===== src/pkg/c8b_params.svh =====
`ifndef C8B_PARAMS_SVH
`define C8B_PARAMS_SVH

// ****************************************
// opcode rows (high nibble) per operand mode
// ****************************************
`define C8B_ROW_IMM 4'hA
`define C8B_ROW_DIR 4'hB
`define C8B_ROW_EXT 4'hC
`define C8B_ROW_IX  4'hF
`define C8B_ROW_IX1 4'hE
`define C8B_ROW_IX2 4'hD
`define C8B_ROW_REL 4'h2

// ****************************************
// opcode columns (low nibble) per operation
// ****************************************
`define C8B_LO_ADC 4'h9
`define C8B_LO_SBC 4'h2
`define C8B_LO_EOR 4'h8
`define C8B_LO_BIT 4'h5

// ****************************************
// relative branch opcodes
// ****************************************
`define C8B_OP_LOWER_SAME   8'h23
`define C8B_OP_CARRY_CLEAR  8'h24
`define C8B_OP_CARRY_SET    8'h25
`define C8B_OP_HCARRY_CLEAR 8'h28
`define C8B_OP_HCARRY_SET   8'h29
`define C8B_OP_MASK_CLEAR   8'h2C
`define C8B_OP_MASK_SET     8'h2D
`define C8B_OP_IRQ_LOW      8'h2E
`define C8B_OP_IRQ_HIGH     8'h2F

// ****************************************
// cycle counts per mode
// ****************************************
`define C8B_CYC_IMM 3'd2
`define C8B_CYC_DIR 3'd3
`define C8B_CYC_EXT 3'd4
`define C8B_CYC_IX  3'd3
`define C8B_CYC_IX1 3'd4
`define C8B_CYC_IX2 3'd5
`define C8B_CYC_REL 3'd3
`define C8B_CYC_BAD 3'd2

// ****************************************
// condition code bits and reset values
// ****************************************
`define C8B_CCR_H 4
`define C8B_CCR_I 3
`define C8B_CCR_N 2
`define C8B_CCR_Z 1
`define C8B_CCR_C 0
`define C8B_CCR_RST 5'h08
`define C8B_PC_RST  16'h0100
`define C8B_ACC_RST 8'h00
`define C8B_IDX_RST 8'h00

`endif


===== src/pkg/c8b_pkg.sv =====
`include "c8b_params.svh"

package c8b_pkg;

  typedef enum logic [1:0] {
    AOP_ADC = 2'd0,
    AOP_SBC = 2'd1,
    AOP_EOR = 2'd2,
    AOP_BIT = 2'd3
  } c8b_aop_t;

  typedef enum logic [2:0] {
    M_IMM = 3'd0,
    M_DIR = 3'd1,
    M_EXT = 3'd2,
    M_IX  = 3'd3,
    M_IX1 = 3'd4,
    M_IX2 = 3'd5,
    M_REL = 3'd6
  } c8b_mode_t;

  // gray codes along the fetch path
  typedef enum logic [2:0] {
    ST_BOOT = 3'b000,
    ST_OP   = 3'b001,
    ST_B1   = 3'b011,
    ST_B2   = 3'b010,
    ST_DATA = 3'b110,
    ST_PAD  = 3'b111
  } c8b_state_t;

endpackage : c8b_pkg


===== src/pkg/c8b_dec_if.sv =====
`timescale 1ns/100ps

interface c8b_dec_if;
  import c8b_pkg::*;
  logic [7:0] opcode;
  logic       legal;
  logic       is_br;
  c8b_aop_t   aop;
  c8b_mode_t  mode;
  logic [2:0] cycles;

  modport dec  (input opcode, output legal, is_br, aop, mode, cycles);
  modport core (output opcode, input legal, is_br, aop, mode, cycles);
endinterface : c8b_dec_if


===== src/verilog/c8b_core.sv =====
// How it works
// - add-with-carry, six modes, opcodes A9..F9, 2/3/4/3/4/5 cycles.
// - subtract-with-borrow, opcodes A2..F2, lengths 2/2/3/1/2/3 bytes.
// - exclusive-or into accumulator, opcodes A8..F8, 2/3/4/3/4/5 cycles.
// - bit test A5..F5 sets flags only, accumulator unchanged.
// - opcode 23 branches if carry or zero set; 2 bytes, 3 cycles.
// - 24 branches on carry clear, 25 on carry set; aliases share encodings.
// - opcode 28 branches when half carry clear; 2 bytes, 3 cycles.
// - opcode 29 branches when half carry set; 2 bytes, 3 cycles.
// - opcode 2C branches when interrupt mask clear; 2 bytes, 3 cycles.
// - opcode 2D branches when interrupt mask set; 2 bytes, 3 cycles.
// - opcode 2E branches on interrupt line low level, not on pending latch.
// - opcode 2F branches on interrupt line high level; 2 bytes, 3 cycles.
// - add-with-carry sets half carry on carry from bit 3 to 4.
// - mask set blocks interrupts; requests stay pending until IRQ_ACK clears them.
`timescale 1ns/100ps
`include "c8b_params.svh"

module c8b_core
  import c8b_pkg::*;
(
  // clock and reset
  input  wire logic        CLK,
  input  wire logic        RST_N,
  // program and data memory, read data valid while MEM_RD is high
  output logic      [15:0] MEM_ADDR,
  output logic             MEM_RD,
  input  wire logic [7:0]  MEM_RDATA,
  // interrupt line and acknowledge
  input  wire logic        IRQ_N,
  input  wire logic        IRQ_ACK,
  output logic             IRQ_REQ,
  // register loads from the rest of the core
  input  wire logic        LD_IDX_WR,
  input  wire logic        LD_CCR_WR,
  input  wire logic [7:0]  LD_DATA,
  // visible state
  output logic      [7:0]  ACC,
  output logic      [7:0]  IDX,
  output logic      [4:0]  CCR,
  output logic      [15:0] PC,
  output logic             INSTR_DONE,
  output logic             ILLEGAL
);

  // ****************************************
  // state
  // ****************************************
  typedef struct packed {
    c8b_state_t st;
    logic [2:0]  cnt;
    logic [2:0]  total;
    logic [7:0]  opc;
    c8b_mode_t   mode;
    c8b_aop_t    aop;
    logic        is_br;
    logic        illegal;
    logic [7:0]  hi;
    logic [7:0]  opnd;
    logic [15:0] pc;
    logic [7:0]  acc;
    logic [7:0]  idx;
    logic [4:0]  ccr;
    logic [15:0] addr;
    logic        rd;
    logic        done;
    logic        s1;
    logic        s2;
    logic        s3;
    logic        lvl;
    logic        lvl_d;
    logic        pend;
    logic        irq_req;
  } c8b_core_t;

  c8b_core_t r;
  c8b_core_t n;

  logic [7:0]  alu_res;
  logic [4:0]  alu_ccr;
  logic [7:0]  opv;
  logic [15:0] tgt;
  logic        take;
  logic        fin;
  logic        br_ok;

  // ****************************************
  // decode and alu
  // ****************************************
  c8b_dec_if u_dif ();
  assign u_dif.opcode = MEM_RDATA;

  c8b_decode u_dec (
    .dif (u_dif.dec)
  );

  c8b_alu u_alu (
    .aop     (r.aop),
    .a       (r.acc),
    .m       (opv),
    .ccr_in  (r.ccr),
    .res     (alu_res),
    .ccr_out (alu_ccr)
  );

  // ****************************************
  // branch condition
  // ****************************************
  always_comb begin
    case (r.opc)
      `C8B_OP_LOWER_SAME:   br_ok = r.ccr[`C8B_CCR_C] | r.ccr[`C8B_CCR_Z];
      `C8B_OP_CARRY_CLEAR:  br_ok = ~r.ccr[`C8B_CCR_C];
      `C8B_OP_CARRY_SET:    br_ok = r.ccr[`C8B_CCR_C];
      `C8B_OP_HCARRY_CLEAR: br_ok = ~r.ccr[`C8B_CCR_H];
      `C8B_OP_HCARRY_SET:   br_ok = r.ccr[`C8B_CCR_H];
      `C8B_OP_MASK_CLEAR:   br_ok = ~r.ccr[`C8B_CCR_I];
      `C8B_OP_MASK_SET:     br_ok = r.ccr[`C8B_CCR_I];
      `C8B_OP_IRQ_LOW:      br_ok = ~r.lvl;
      `C8B_OP_IRQ_HIGH:     br_ok = r.lvl;
      default:              br_ok = 1'b0;
    endcase
  end

  // ****************************************
  // next state
  // ****************************************
  always_comb begin
    n      = r;
    n.done = 1'b0;
    n.rd   = 1'b0;
    n.cnt  = 3'(r.cnt + 3'd1);
    take   = 1'b0;
    fin    = 1'b0;
    // line passes three flops; a change counts once the last two agree
    n.s1    = IRQ_N;
    n.s2    = r.s1;
    n.s3    = r.s2;
    n.lvl_d = r.lvl;
    if (r.s2 == r.s3) begin
      n.lvl = r.s3;
    end
    // falling edge latched, gated by mask
    if (IRQ_ACK) begin
      n.pend = 1'b0;
    end
    if (r.lvl_d && !r.lvl) begin
      n.pend = 1'b1;
    end
    n.irq_req = r.pend & ~r.ccr[`C8B_CCR_I];
    case (r.st)
      ST_BOOT: begin
        n.addr = `C8B_PC_RST;
        n.rd   = 1'b1;
        n.pc   = 16'(`C8B_PC_RST + 16'h0001);
        n.cnt  = 3'd0;
        n.st   = ST_OP;
      end
      ST_OP: begin
        n.opc     = MEM_RDATA;
        n.mode    = u_dif.mode;
        n.aop     = u_dif.aop;
        n.is_br   = u_dif.is_br;
        n.total   = u_dif.cycles;
        n.illegal = ~u_dif.legal;
        if (!u_dif.legal) begin
          n.st = ST_PAD;
        end else if (u_dif.mode == M_IX) begin
          n.addr = {8'h00, r.idx};
          n.rd   = 1'b1;
          n.st   = ST_DATA;
        end else begin
          n.addr = r.pc;
          n.rd   = 1'b1;
          n.pc   = 16'(r.pc + 16'h0001);
          n.st   = ST_B1;
        end
      end
      ST_B1: begin
        case (r.mode)
          M_IMM, M_REL: take = 1'b1;
          M_DIR: begin
            n.addr = {8'h00, MEM_RDATA};
            n.rd   = 1'b1;
            n.st   = ST_DATA;
          end
          M_IX1: begin
            n.addr = {8'h00, MEM_RDATA} + {8'h00, r.idx};
            n.rd   = 1'b1;
            n.st   = ST_DATA;
          end
          default: begin
            n.hi   = MEM_RDATA;
            n.addr = r.pc;
            n.rd   = 1'b1;
            n.pc   = 16'(r.pc + 16'h0001);
            n.st   = ST_B2;
          end
        endcase
      end
      ST_B2: begin
        n.addr = {r.hi, MEM_RDATA} + ((r.mode == M_IX2) ? {8'h00, r.idx} : 16'h0000);
        n.rd   = 1'b1;
        n.st   = ST_DATA;
      end
      ST_DATA: take = 1'b1;
      default: take = 1'b0;
    endcase
    if (take) begin
      n.opnd = MEM_RDATA;
      n.st   = ST_PAD;
    end
    if ((take || r.st == ST_PAD) && r.cnt == 3'(r.total - 3'd1)) begin
      fin = 1'b1;
      if (!r.is_br && !r.illegal) begin
        n.acc = alu_res;
        n.ccr = alu_ccr;
      end
      n.addr = (r.is_br && br_ok) ? tgt : r.pc;
      n.rd   = 1'b1;
      n.pc   = 16'(n.addr + 16'h0001);
      n.done = 1'b1;
      n.cnt  = 3'd0;
      n.st   = ST_OP;
    end
    if (LD_IDX_WR) begin
      n.idx = LD_DATA;
    end
    if (LD_CCR_WR) begin
      n.ccr = LD_DATA[4:0];
    end
  end

  assign opv = take ? MEM_RDATA : r.opnd;
  assign tgt = r.pc + {{8{opv[7]}}, opv};

  always_ff @(posedge CLK or negedge RST_N) begin
    if (!RST_N) begin
      r         <= '0;
      r.st      <= ST_BOOT;
      r.mode    <= M_IMM;
      r.aop     <= AOP_ADC;
      r.total   <= `C8B_CYC_BAD;
      r.pc      <= `C8B_PC_RST;
      r.acc     <= `C8B_ACC_RST;
      r.idx     <= `C8B_IDX_RST;
      r.ccr     <= `C8B_CCR_RST;
      r.s1      <= 1'b1;
      r.s2      <= 1'b1;
      r.s3      <= 1'b1;
      r.lvl     <= 1'b1;
      r.lvl_d   <= 1'b1;
    end else begin
      r <= n;
    end
  end

  assign MEM_ADDR   = r.addr;
  assign MEM_RD     = r.rd;
  assign IRQ_REQ    = r.irq_req;
  assign ACC        = r.acc;
  assign IDX        = r.idx;
  assign CCR        = r.ccr;
  assign PC         = r.pc;
  assign INSTR_DONE = r.done;
  assign ILLEGAL    = r.illegal;

  // ****************************************
  // checks
  // ****************************************
  logic [4:0] hsum;
  assign hsum = {1'b0, r.acc[3:0]} + {1'b0, opv[3:0]} + {4'h0, r.ccr[`C8B_CCR_C]};
endmodule : c8b_core


===== src/verilog/c8b_decode.sv =====
`timescale 1ns/100ps
`include "c8b_params.svh"

module c8b_decode
  import c8b_pkg::*;
(
  c8b_dec_if.dec dif
);

  logic [3:0] hi_n;
  logic [3:0] lo_n;
  logic       arith;

  assign hi_n = dif.opcode[7:4];
  assign lo_n = dif.opcode[3:0];

  always_comb begin
    arith      = (lo_n == `C8B_LO_ADC) || (lo_n == `C8B_LO_SBC) ||
                 (lo_n == `C8B_LO_EOR) || (lo_n == `C8B_LO_BIT);
    dif.legal  = 1'b0;
    dif.is_br  = 1'b0;
    dif.aop    = AOP_ADC;
    dif.mode   = M_IMM;
    dif.cycles = `C8B_CYC_BAD;
    case (lo_n)
      `C8B_LO_SBC: dif.aop = AOP_SBC;
      `C8B_LO_EOR: dif.aop = AOP_EOR;
      `C8B_LO_BIT: dif.aop = AOP_BIT;
      default:     dif.aop = AOP_ADC;
    endcase
    if (arith && hi_n == `C8B_ROW_IMM) begin
      dif.legal = 1'b1; dif.mode = M_IMM; dif.cycles = `C8B_CYC_IMM;
    end else if (arith && hi_n == `C8B_ROW_DIR) begin
      dif.legal = 1'b1; dif.mode = M_DIR; dif.cycles = `C8B_CYC_DIR;
    end else if (arith && hi_n == `C8B_ROW_EXT) begin
      dif.legal = 1'b1; dif.mode = M_EXT; dif.cycles = `C8B_CYC_EXT;
    end else if (arith && hi_n == `C8B_ROW_IX) begin
      dif.legal = 1'b1; dif.mode = M_IX; dif.cycles = `C8B_CYC_IX;
    end else if (arith && hi_n == `C8B_ROW_IX1) begin
      dif.legal = 1'b1; dif.mode = M_IX1; dif.cycles = `C8B_CYC_IX1;
    end else if (arith && hi_n == `C8B_ROW_IX2) begin
      dif.legal = 1'b1; dif.mode = M_IX2; dif.cycles = `C8B_CYC_IX2;
    end else if (dif.opcode == `C8B_OP_LOWER_SAME || dif.opcode == `C8B_OP_CARRY_CLEAR ||
                 dif.opcode == `C8B_OP_CARRY_SET || dif.opcode == `C8B_OP_HCARRY_CLEAR ||
                 dif.opcode == `C8B_OP_HCARRY_SET || dif.opcode == `C8B_OP_MASK_CLEAR ||
                 dif.opcode == `C8B_OP_MASK_SET || dif.opcode == `C8B_OP_IRQ_LOW ||
                 dif.opcode == `C8B_OP_IRQ_HIGH) begin
      dif.legal = 1'b1; dif.is_br = 1'b1; dif.mode = M_REL; dif.cycles = `C8B_CYC_REL;
    end
  end

endmodule : c8b_decode


===== src/verilog/c8b_alu.sv =====
`timescale 1ns/100ps
`include "c8b_params.svh"

module c8b_alu
  import c8b_pkg::*;
(
  input  wire c8b_aop_t   aop,
  input  wire logic [7:0] a,
  input  wire logic [7:0] m,
  input  wire logic [4:0] ccr_in,
  output logic      [7:0] res,
  output logic      [4:0] ccr_out
);

  logic [8:0] sum;
  logic [7:0] r;

  always_comb begin
    ccr_out = ccr_in;
    sum     = 9'h000;
    r       = 8'h00;
    res     = a;
    case (aop)
      AOP_ADC: begin
        sum = {1'b0, a} + {1'b0, m} + {8'h00, ccr_in[`C8B_CCR_C]};
        r   = sum[7:0];
        res = r;
        ccr_out[`C8B_CCR_C] = sum[8];
        // carry from bit 3 into bit 4
        ccr_out[`C8B_CCR_H] = (a[3] & m[3]) | (m[3] & ~r[3]) | (~r[3] & a[3]);
      end
      AOP_SBC: begin
        r   = a - m - {7'h00, ccr_in[`C8B_CCR_C]};
        res = r;
        ccr_out[`C8B_CCR_C] = (~a[7] & m[7]) | (m[7] & r[7]) | (r[7] & ~a[7]);
      end
      AOP_EOR: begin
        r   = a ^ m;
        res = r;
      end
      default: begin
        r   = a & m;
        res = a;
      end
    endcase
    ccr_out[`C8B_CCR_N] = r[7];
    ccr_out[`C8B_CCR_Z] = (r == 8'h00);
  end

endmodule : c8b_alu


===== config.mk =====
export PLATFORM = sky130hd
export DESIGN_NAME = c8b_core
export DESIGN_NICKNAME = d
export VERILOG_FILES = /design/src/pkg/c8b_pkg.sv /design/src/pkg/c8b_dec_if.sv /design/src/verilog/c8b_core.sv /design/src/verilog/c8b_decode.sv /design/src/verilog/c8b_alu.sv
export VERILOG_INCLUDE_DIRS = /design/src /design/src/pkg
export SDC_FILE = /design/constraint.sdc
export NUM_CORES = 1
export LEC_CHECK = 0
export BUFFER_PORTS_ARGS = -buffer_cell sky130_fd_sc_hd__buf_2
export CORE_ASPECT_RATIO = 0.9
export CORE_MARGIN = 10
export CORE_UTILIZATION = 60
export DETAILED_ROUTE_END_ITERATION = 8
export PLACE_DENSITY = 0.84
export SLEW_MARGIN = 30
export SYNTH_ARGS = -nofsm -noshare
export SYNTH_HDL_FRONTEND = slang
export SYNTH_SLANG_ARGS = --single-unit

===== constraint.sdc =====
create_clock -name CLK -period 12.7 [get_ports CLK]
set_clock_uncertainty 0.15 [all_clocks]
set_input_delay 1.27 -clock CLK [delete_from_list [all_inputs] [get_ports CLK]]
set_output_delay 1.27 -clock CLK [all_outputs]
set_load 0.03 [all_outputs]

Yosys cells after proc, flatten, opt, wreduce, memory -nomap -nowiden
Index checks and enable logic that the tools add are counted.

Bits in registers: 102. Latch bits: 0. RAM bits: 0. Memory bits (read-only): 0. Memories: 0.

$add $sub $neg: 11. Multiply operators: 0. Div/mod/pow operators: 0. Order comparisons: 0. Eq/ne operators: 47. Shifts and indexed selects: 0. Multiplexer cells: 60. Bitwise logic cells: 22. Reductions and logical operators: 49.

Operators with widths (count): == test 8 x 6 -> 1 bit, second input constant (18); case mux 17 bit (4 select lines) (1); two-way mux 16 bit (4); two-way mux 3 bit (17); case mux 17 bit (3 select lines) (1); case mux 16 bit (3 select lines) (1); case mux 8 bit (3 select lines) (2); two-way mux 17 bit (2); adder 16 x 1 -> 16 bit, second input constant (2); == test 4 bit, second input constant (8); two-way mux 24 bit (1); two-way mux 8 bit (3); two-way mux 23 bit (1); adder 8 x 8 -> 9 bit (2); two-way mux 1 bit (18); adder 16 bit (1); adder 16 x 8 -> 16 bit (1); == test 3 bit, second input constant (5); logical OR 1 bit (12); != test 3 bit, second input constant (4); case mux 3 bit (4 select lines) (1); AND reduction 3 bit (4); logical AND 1 bit (10); two-way mux 5 bit (2); 37 further kinds (68).

Logic depth before layout (Yosys ltp)
Depth after elaboration: 22. Gate-level depth with buffers: 19.

Modules after synthesis
Synthesis repeated with hierarchy kept, for this count alone.

Cells, all modules: 984. Area total of the unflattened synthesis: 8675.8 µm².

By module, submodules not included: c8b_core (times used 1, cells each 797, area each 7315.8 µm²); c8b_alu (times used 1, cells each 155, area each 1139.8 µm²); c8b_decode (times used 1, cells each 32, area each 220.2 µm²).

Worst setup path before layout
Ideal clock, no wire load.

Path kind: in2reg. Start point: input port MEM_RDATA[0]. End point: register r, in the netlist CCR[1]. Library setup time: 0.077 ns. Arrival time: 4.366 ns. Slack: 8.107 ns. Stages on the path: 15. Path buffers: 1. Cells stage by stage: clkbuf_1 > mux2_2 > inv_1 > fa_1 > inv_1 > ha_1 > o21ai_1 > nand3b_1 > a21o_1 > a21o_1 > a31oi_1 > xnor2_1 > a221o_1 > or4_1 > a21oi_1.

RTL lines: start: declaration (RTL line c8b_core.sv:28) `input wire logic [7:0] MEM_RDATA,`; end signal: assignment (RTL line c8b_core.sv:253) `r <= n;`; end: declaration (RTL line c8b_core.sv:76) `c8b_core_t r;`.

==> impl_results.md <==
- Std cell rows: slightly above 40
- Crit Reg-Reg Startpoint: r[84]
- Top Ports: 79
- Worst Hold Endpoint: n[4]
- Residual DRC count: 0
- Synthesized Nets: ~1100
- P_leak: between 4 and 5 nW
- Post-synth top area cell: dfrtp_1
- Fin nets: 1100
- Worst Reg-to-Reg Cells: 16
- Largest net degree at the start of global routing: 58
- Post-synth ARST share: 100%
- RSZ-0062 raised after global routing: no
- TritonCTS clock tree: built
- Clk Tree Root Cell: clkbuf_16
- Mapped Area: between 0.008 and 0.009 sq mm
- Post-CTS setup buffers: 0
- Worst-path clk slew: 0.08 ns
- 1st-iter DRT viols: 1171
- Die Ht: 133 um
- Hold Path Depth: 0
- Wire length per cell: between 15 and 20 um
- All-Layer GR Usage: 23.8%
- Overflow after GRT: 0
- DIE AREA: 0.0195 sq mm
- Share of cells above drive strength 1: between 10% and 20%
- CTS max path bufs: 2
- Worst path top cell family by delay: compound AO/OA/AOI/OAI gates
- Core area: 0.0140 sq mm
- Setup TNS: 0 ns
- Number of global-route vias before repair: 7306
- Final worst path period share: 42.7%
- Buf+Inv Stages, Crit Path: 1
- Status: complete, no violations
- Die width: 146 um
- Avg Vias per Cell: 6.33
- Hold Crit Start: n[5]
- Gpl congestion: roughly 0.98
- WS Path Type: flop to flop
- Peak supply drop: 0.0649 mV
- Antenna viol nets, final: 0
- Register area share after synthesis: around 30%
- Final Max Slew Viols: 0
- Clock sinks: 102
- Input/output buffers: between 70 and 80
- Crit path cell chain: nor2b_1 -> nor4_1 -> o21ai_1 -> mux2_2 -> ha_1 -> inv_1 -> fa_1 -> nor2b_1 -> o21a_1 -> o21ai_0 -> a2111oi_0 -> nand3_1 -> a21oi_1 -> nand2b_1 -> or3b_1 -> a31o_1
- Post-Route WL: 23600 um
- H-tree depth: 3
- Num CTS Buffers: 9
- Vias: about 7700
- Power per standard cell area: about 82 mW/mm^2
- Post-synth EDFFs: 0
- CTS Hold Bufs: 0
- Synth top area share: 27.5%
- Crit path largest cell delay: between 0.7 and 0.8 ns
- Top post-synthesis cells by area: dfrtp_1, ha_1, o21ai_0
- R2r endpoint: PC[15]
- Layout Area Growth over Synthesis: 4.75%
- Distinct cell type count after synthesis: approximately 80
- Post-detail-place hpwl: 17600 um
- Synth Warn #: 0
- Post-route insts no fill: approximately 1200
- Global-route wire length before repair: 38400 um
- Max-cap violation count: 0
- Slew headroom: a little over a third
- Initial Utilization: 61.2%
- Fin. Hold Viols: 0
- Post-synth top flop: dfrtp_1
- Element type at the critical path start: flop
- Final hold slack: 0.221 ns
- Required time of the critical path: between 10 and 15 ns
- Worst path most repeated cell: nor2b_1
- Cells after DPL: 1192
- Worst-Skew Late Latency: between 0.3 and 0.4 ns
- Finish-stage setup viols: 0
- Yosys reg bits: approximately 100
- Resized cells post-CTS: 0
- R2r setup slk: about 7.3 ns
- Hold crit path type: flop to flop
- Synthesized area per cell: 8.47 sq um
- Worst-margin pin slew: 0.944 ns
- 1st-pass router iterations: 6
- Critical Path Fanout Max: 15
- Highest clock rate: around 0.18 GHz
- Crit end category: flop
- Cells after Synth: 1012
- Slowest cell on the critical path: o21ai_1
- Min Clock Period, post-route: 5.43 ns
- Initial antenna violation count: 0
- WP data arrival: ~5.5 ns
power by group:
group | leakage, nW | switching, mW | internal, mW | total, mW
clock network | 0.147 | 0.134 | 0.142 | 0.276
logic | 2.82 | 0.0728 | 0.0432 | 0.116
registers | 1.15 | 0.00770 | 0.333 | 0.341
routing by layer:
layer | wire length, um | share of wire, % | GRT usage (%)
met1 | 10000 | 42 | 31.5
met2 | 10700 | 45 | 37.9
met3 | 2410 | 10 | 5.92
met4 | 464 | 2.0 | 6.51
met5 | 0 | 0 | 0
layout make-up:
class                   count  area (sq um)
clock buffers              10           239
flip-flops and latches    102          2560
well taps                 193           241
fillers                  1171          5030
clock inverters             6          53.8
inverters                  58           218
multi-input cells         755          5220
repair buffers             84           438
diodes                      1          2.50
state kept, by name (all words and copies together), names as in the netlist, 3 cells and up:
| register | count |
|---|---|
| IDX | 8 |
| r | 42 |
| CCR | 5 |
| n | 3 |
| PC | 16 |
| ACC | 8 |
| MEM_ADDR | 16 |
kinds of logic after synthesis:
group	count (synthesis)	synth area share, %
compound gates	305	23.3
xor+xnor	54	5.52
fa+ha+maj	69	10.7
buf+inv	155	9.27
flops	102	29.9
mux	31	4.02
simple gates	296	17.2
cell usage after synthesis, drive strengths merged (21+ instances only):
cell	count
nand2	111
dfrtp	94
o21ai	94
a21oi	66
buf	62
ha	60
inv	58
nor2	50
clkbuf	35
xnor2	30
mux2	24
xor2	24
nand3	23
nor3	22
a21o	21
worst max path at each step:
stage / startpoint / end / cells after the start
global route: r[84] / PC[15] / 16
detailed placement: r[84] / PC[15] / 14
global placement: r[84] / PC[15] / 16
finish: r[84] / PC[15] / 16
floorplan: MEM_RDATA[0] / CCR[1] / 15
CTS: r[84] / CCR[1] / 16
cell usage in the layout (no fill, tap or decap), drive strengths merged, types with 9 or more instances in the layout:
master / instances
nor2b: 10
xor2: 24
a211oi: 11
nor3: 22
xnor2: 30
nand2: 111
nor2: 50
a21o: 21
inv: 61
clkbuf: 10
o21a: 9
ha: 60
a21oi: 66
a222oi: 9
nand3: 23
a22oi: 10
nand2b: 13
o21ai: 94
dfrtp: 94
and3: 20
buf: 84
mux2: 24
stage by stage:
stage	instance area [sq um]	setup WS [ns]	util [%]	power [mW]
floorplan	8570	8.11	-	0.429
global placement	8670	7.64	61.9	0.457
detailed placement	8680	7.48	62.0	0.460
CTS	8970	7.44	64.0	0.733
global route	8970	6.95	64.1	0.761
finish	8970	7.27	64.1	0.733
worst reg2reg max path, stage by stage (launching register included):
cell	delay [ns]
dfrtp_1	0.51
nor2b_1	0.40
nor4_1	0.10
o21ai_1	0.77
mux2_2	0.38
ha_1	0.19
inv_1	0.06
fa_1	0.39
nor2b_1	0.21
o21a_1	0.17
o21ai_0	0.12
a2111oi_0	0.63
nand3_1	0.19
a21oi_1	0.36
nand2b_1	0.12
or3b_1	0.37
a31o_1	0.21
No activity file was read; power rests on OpenSTA's default activity.
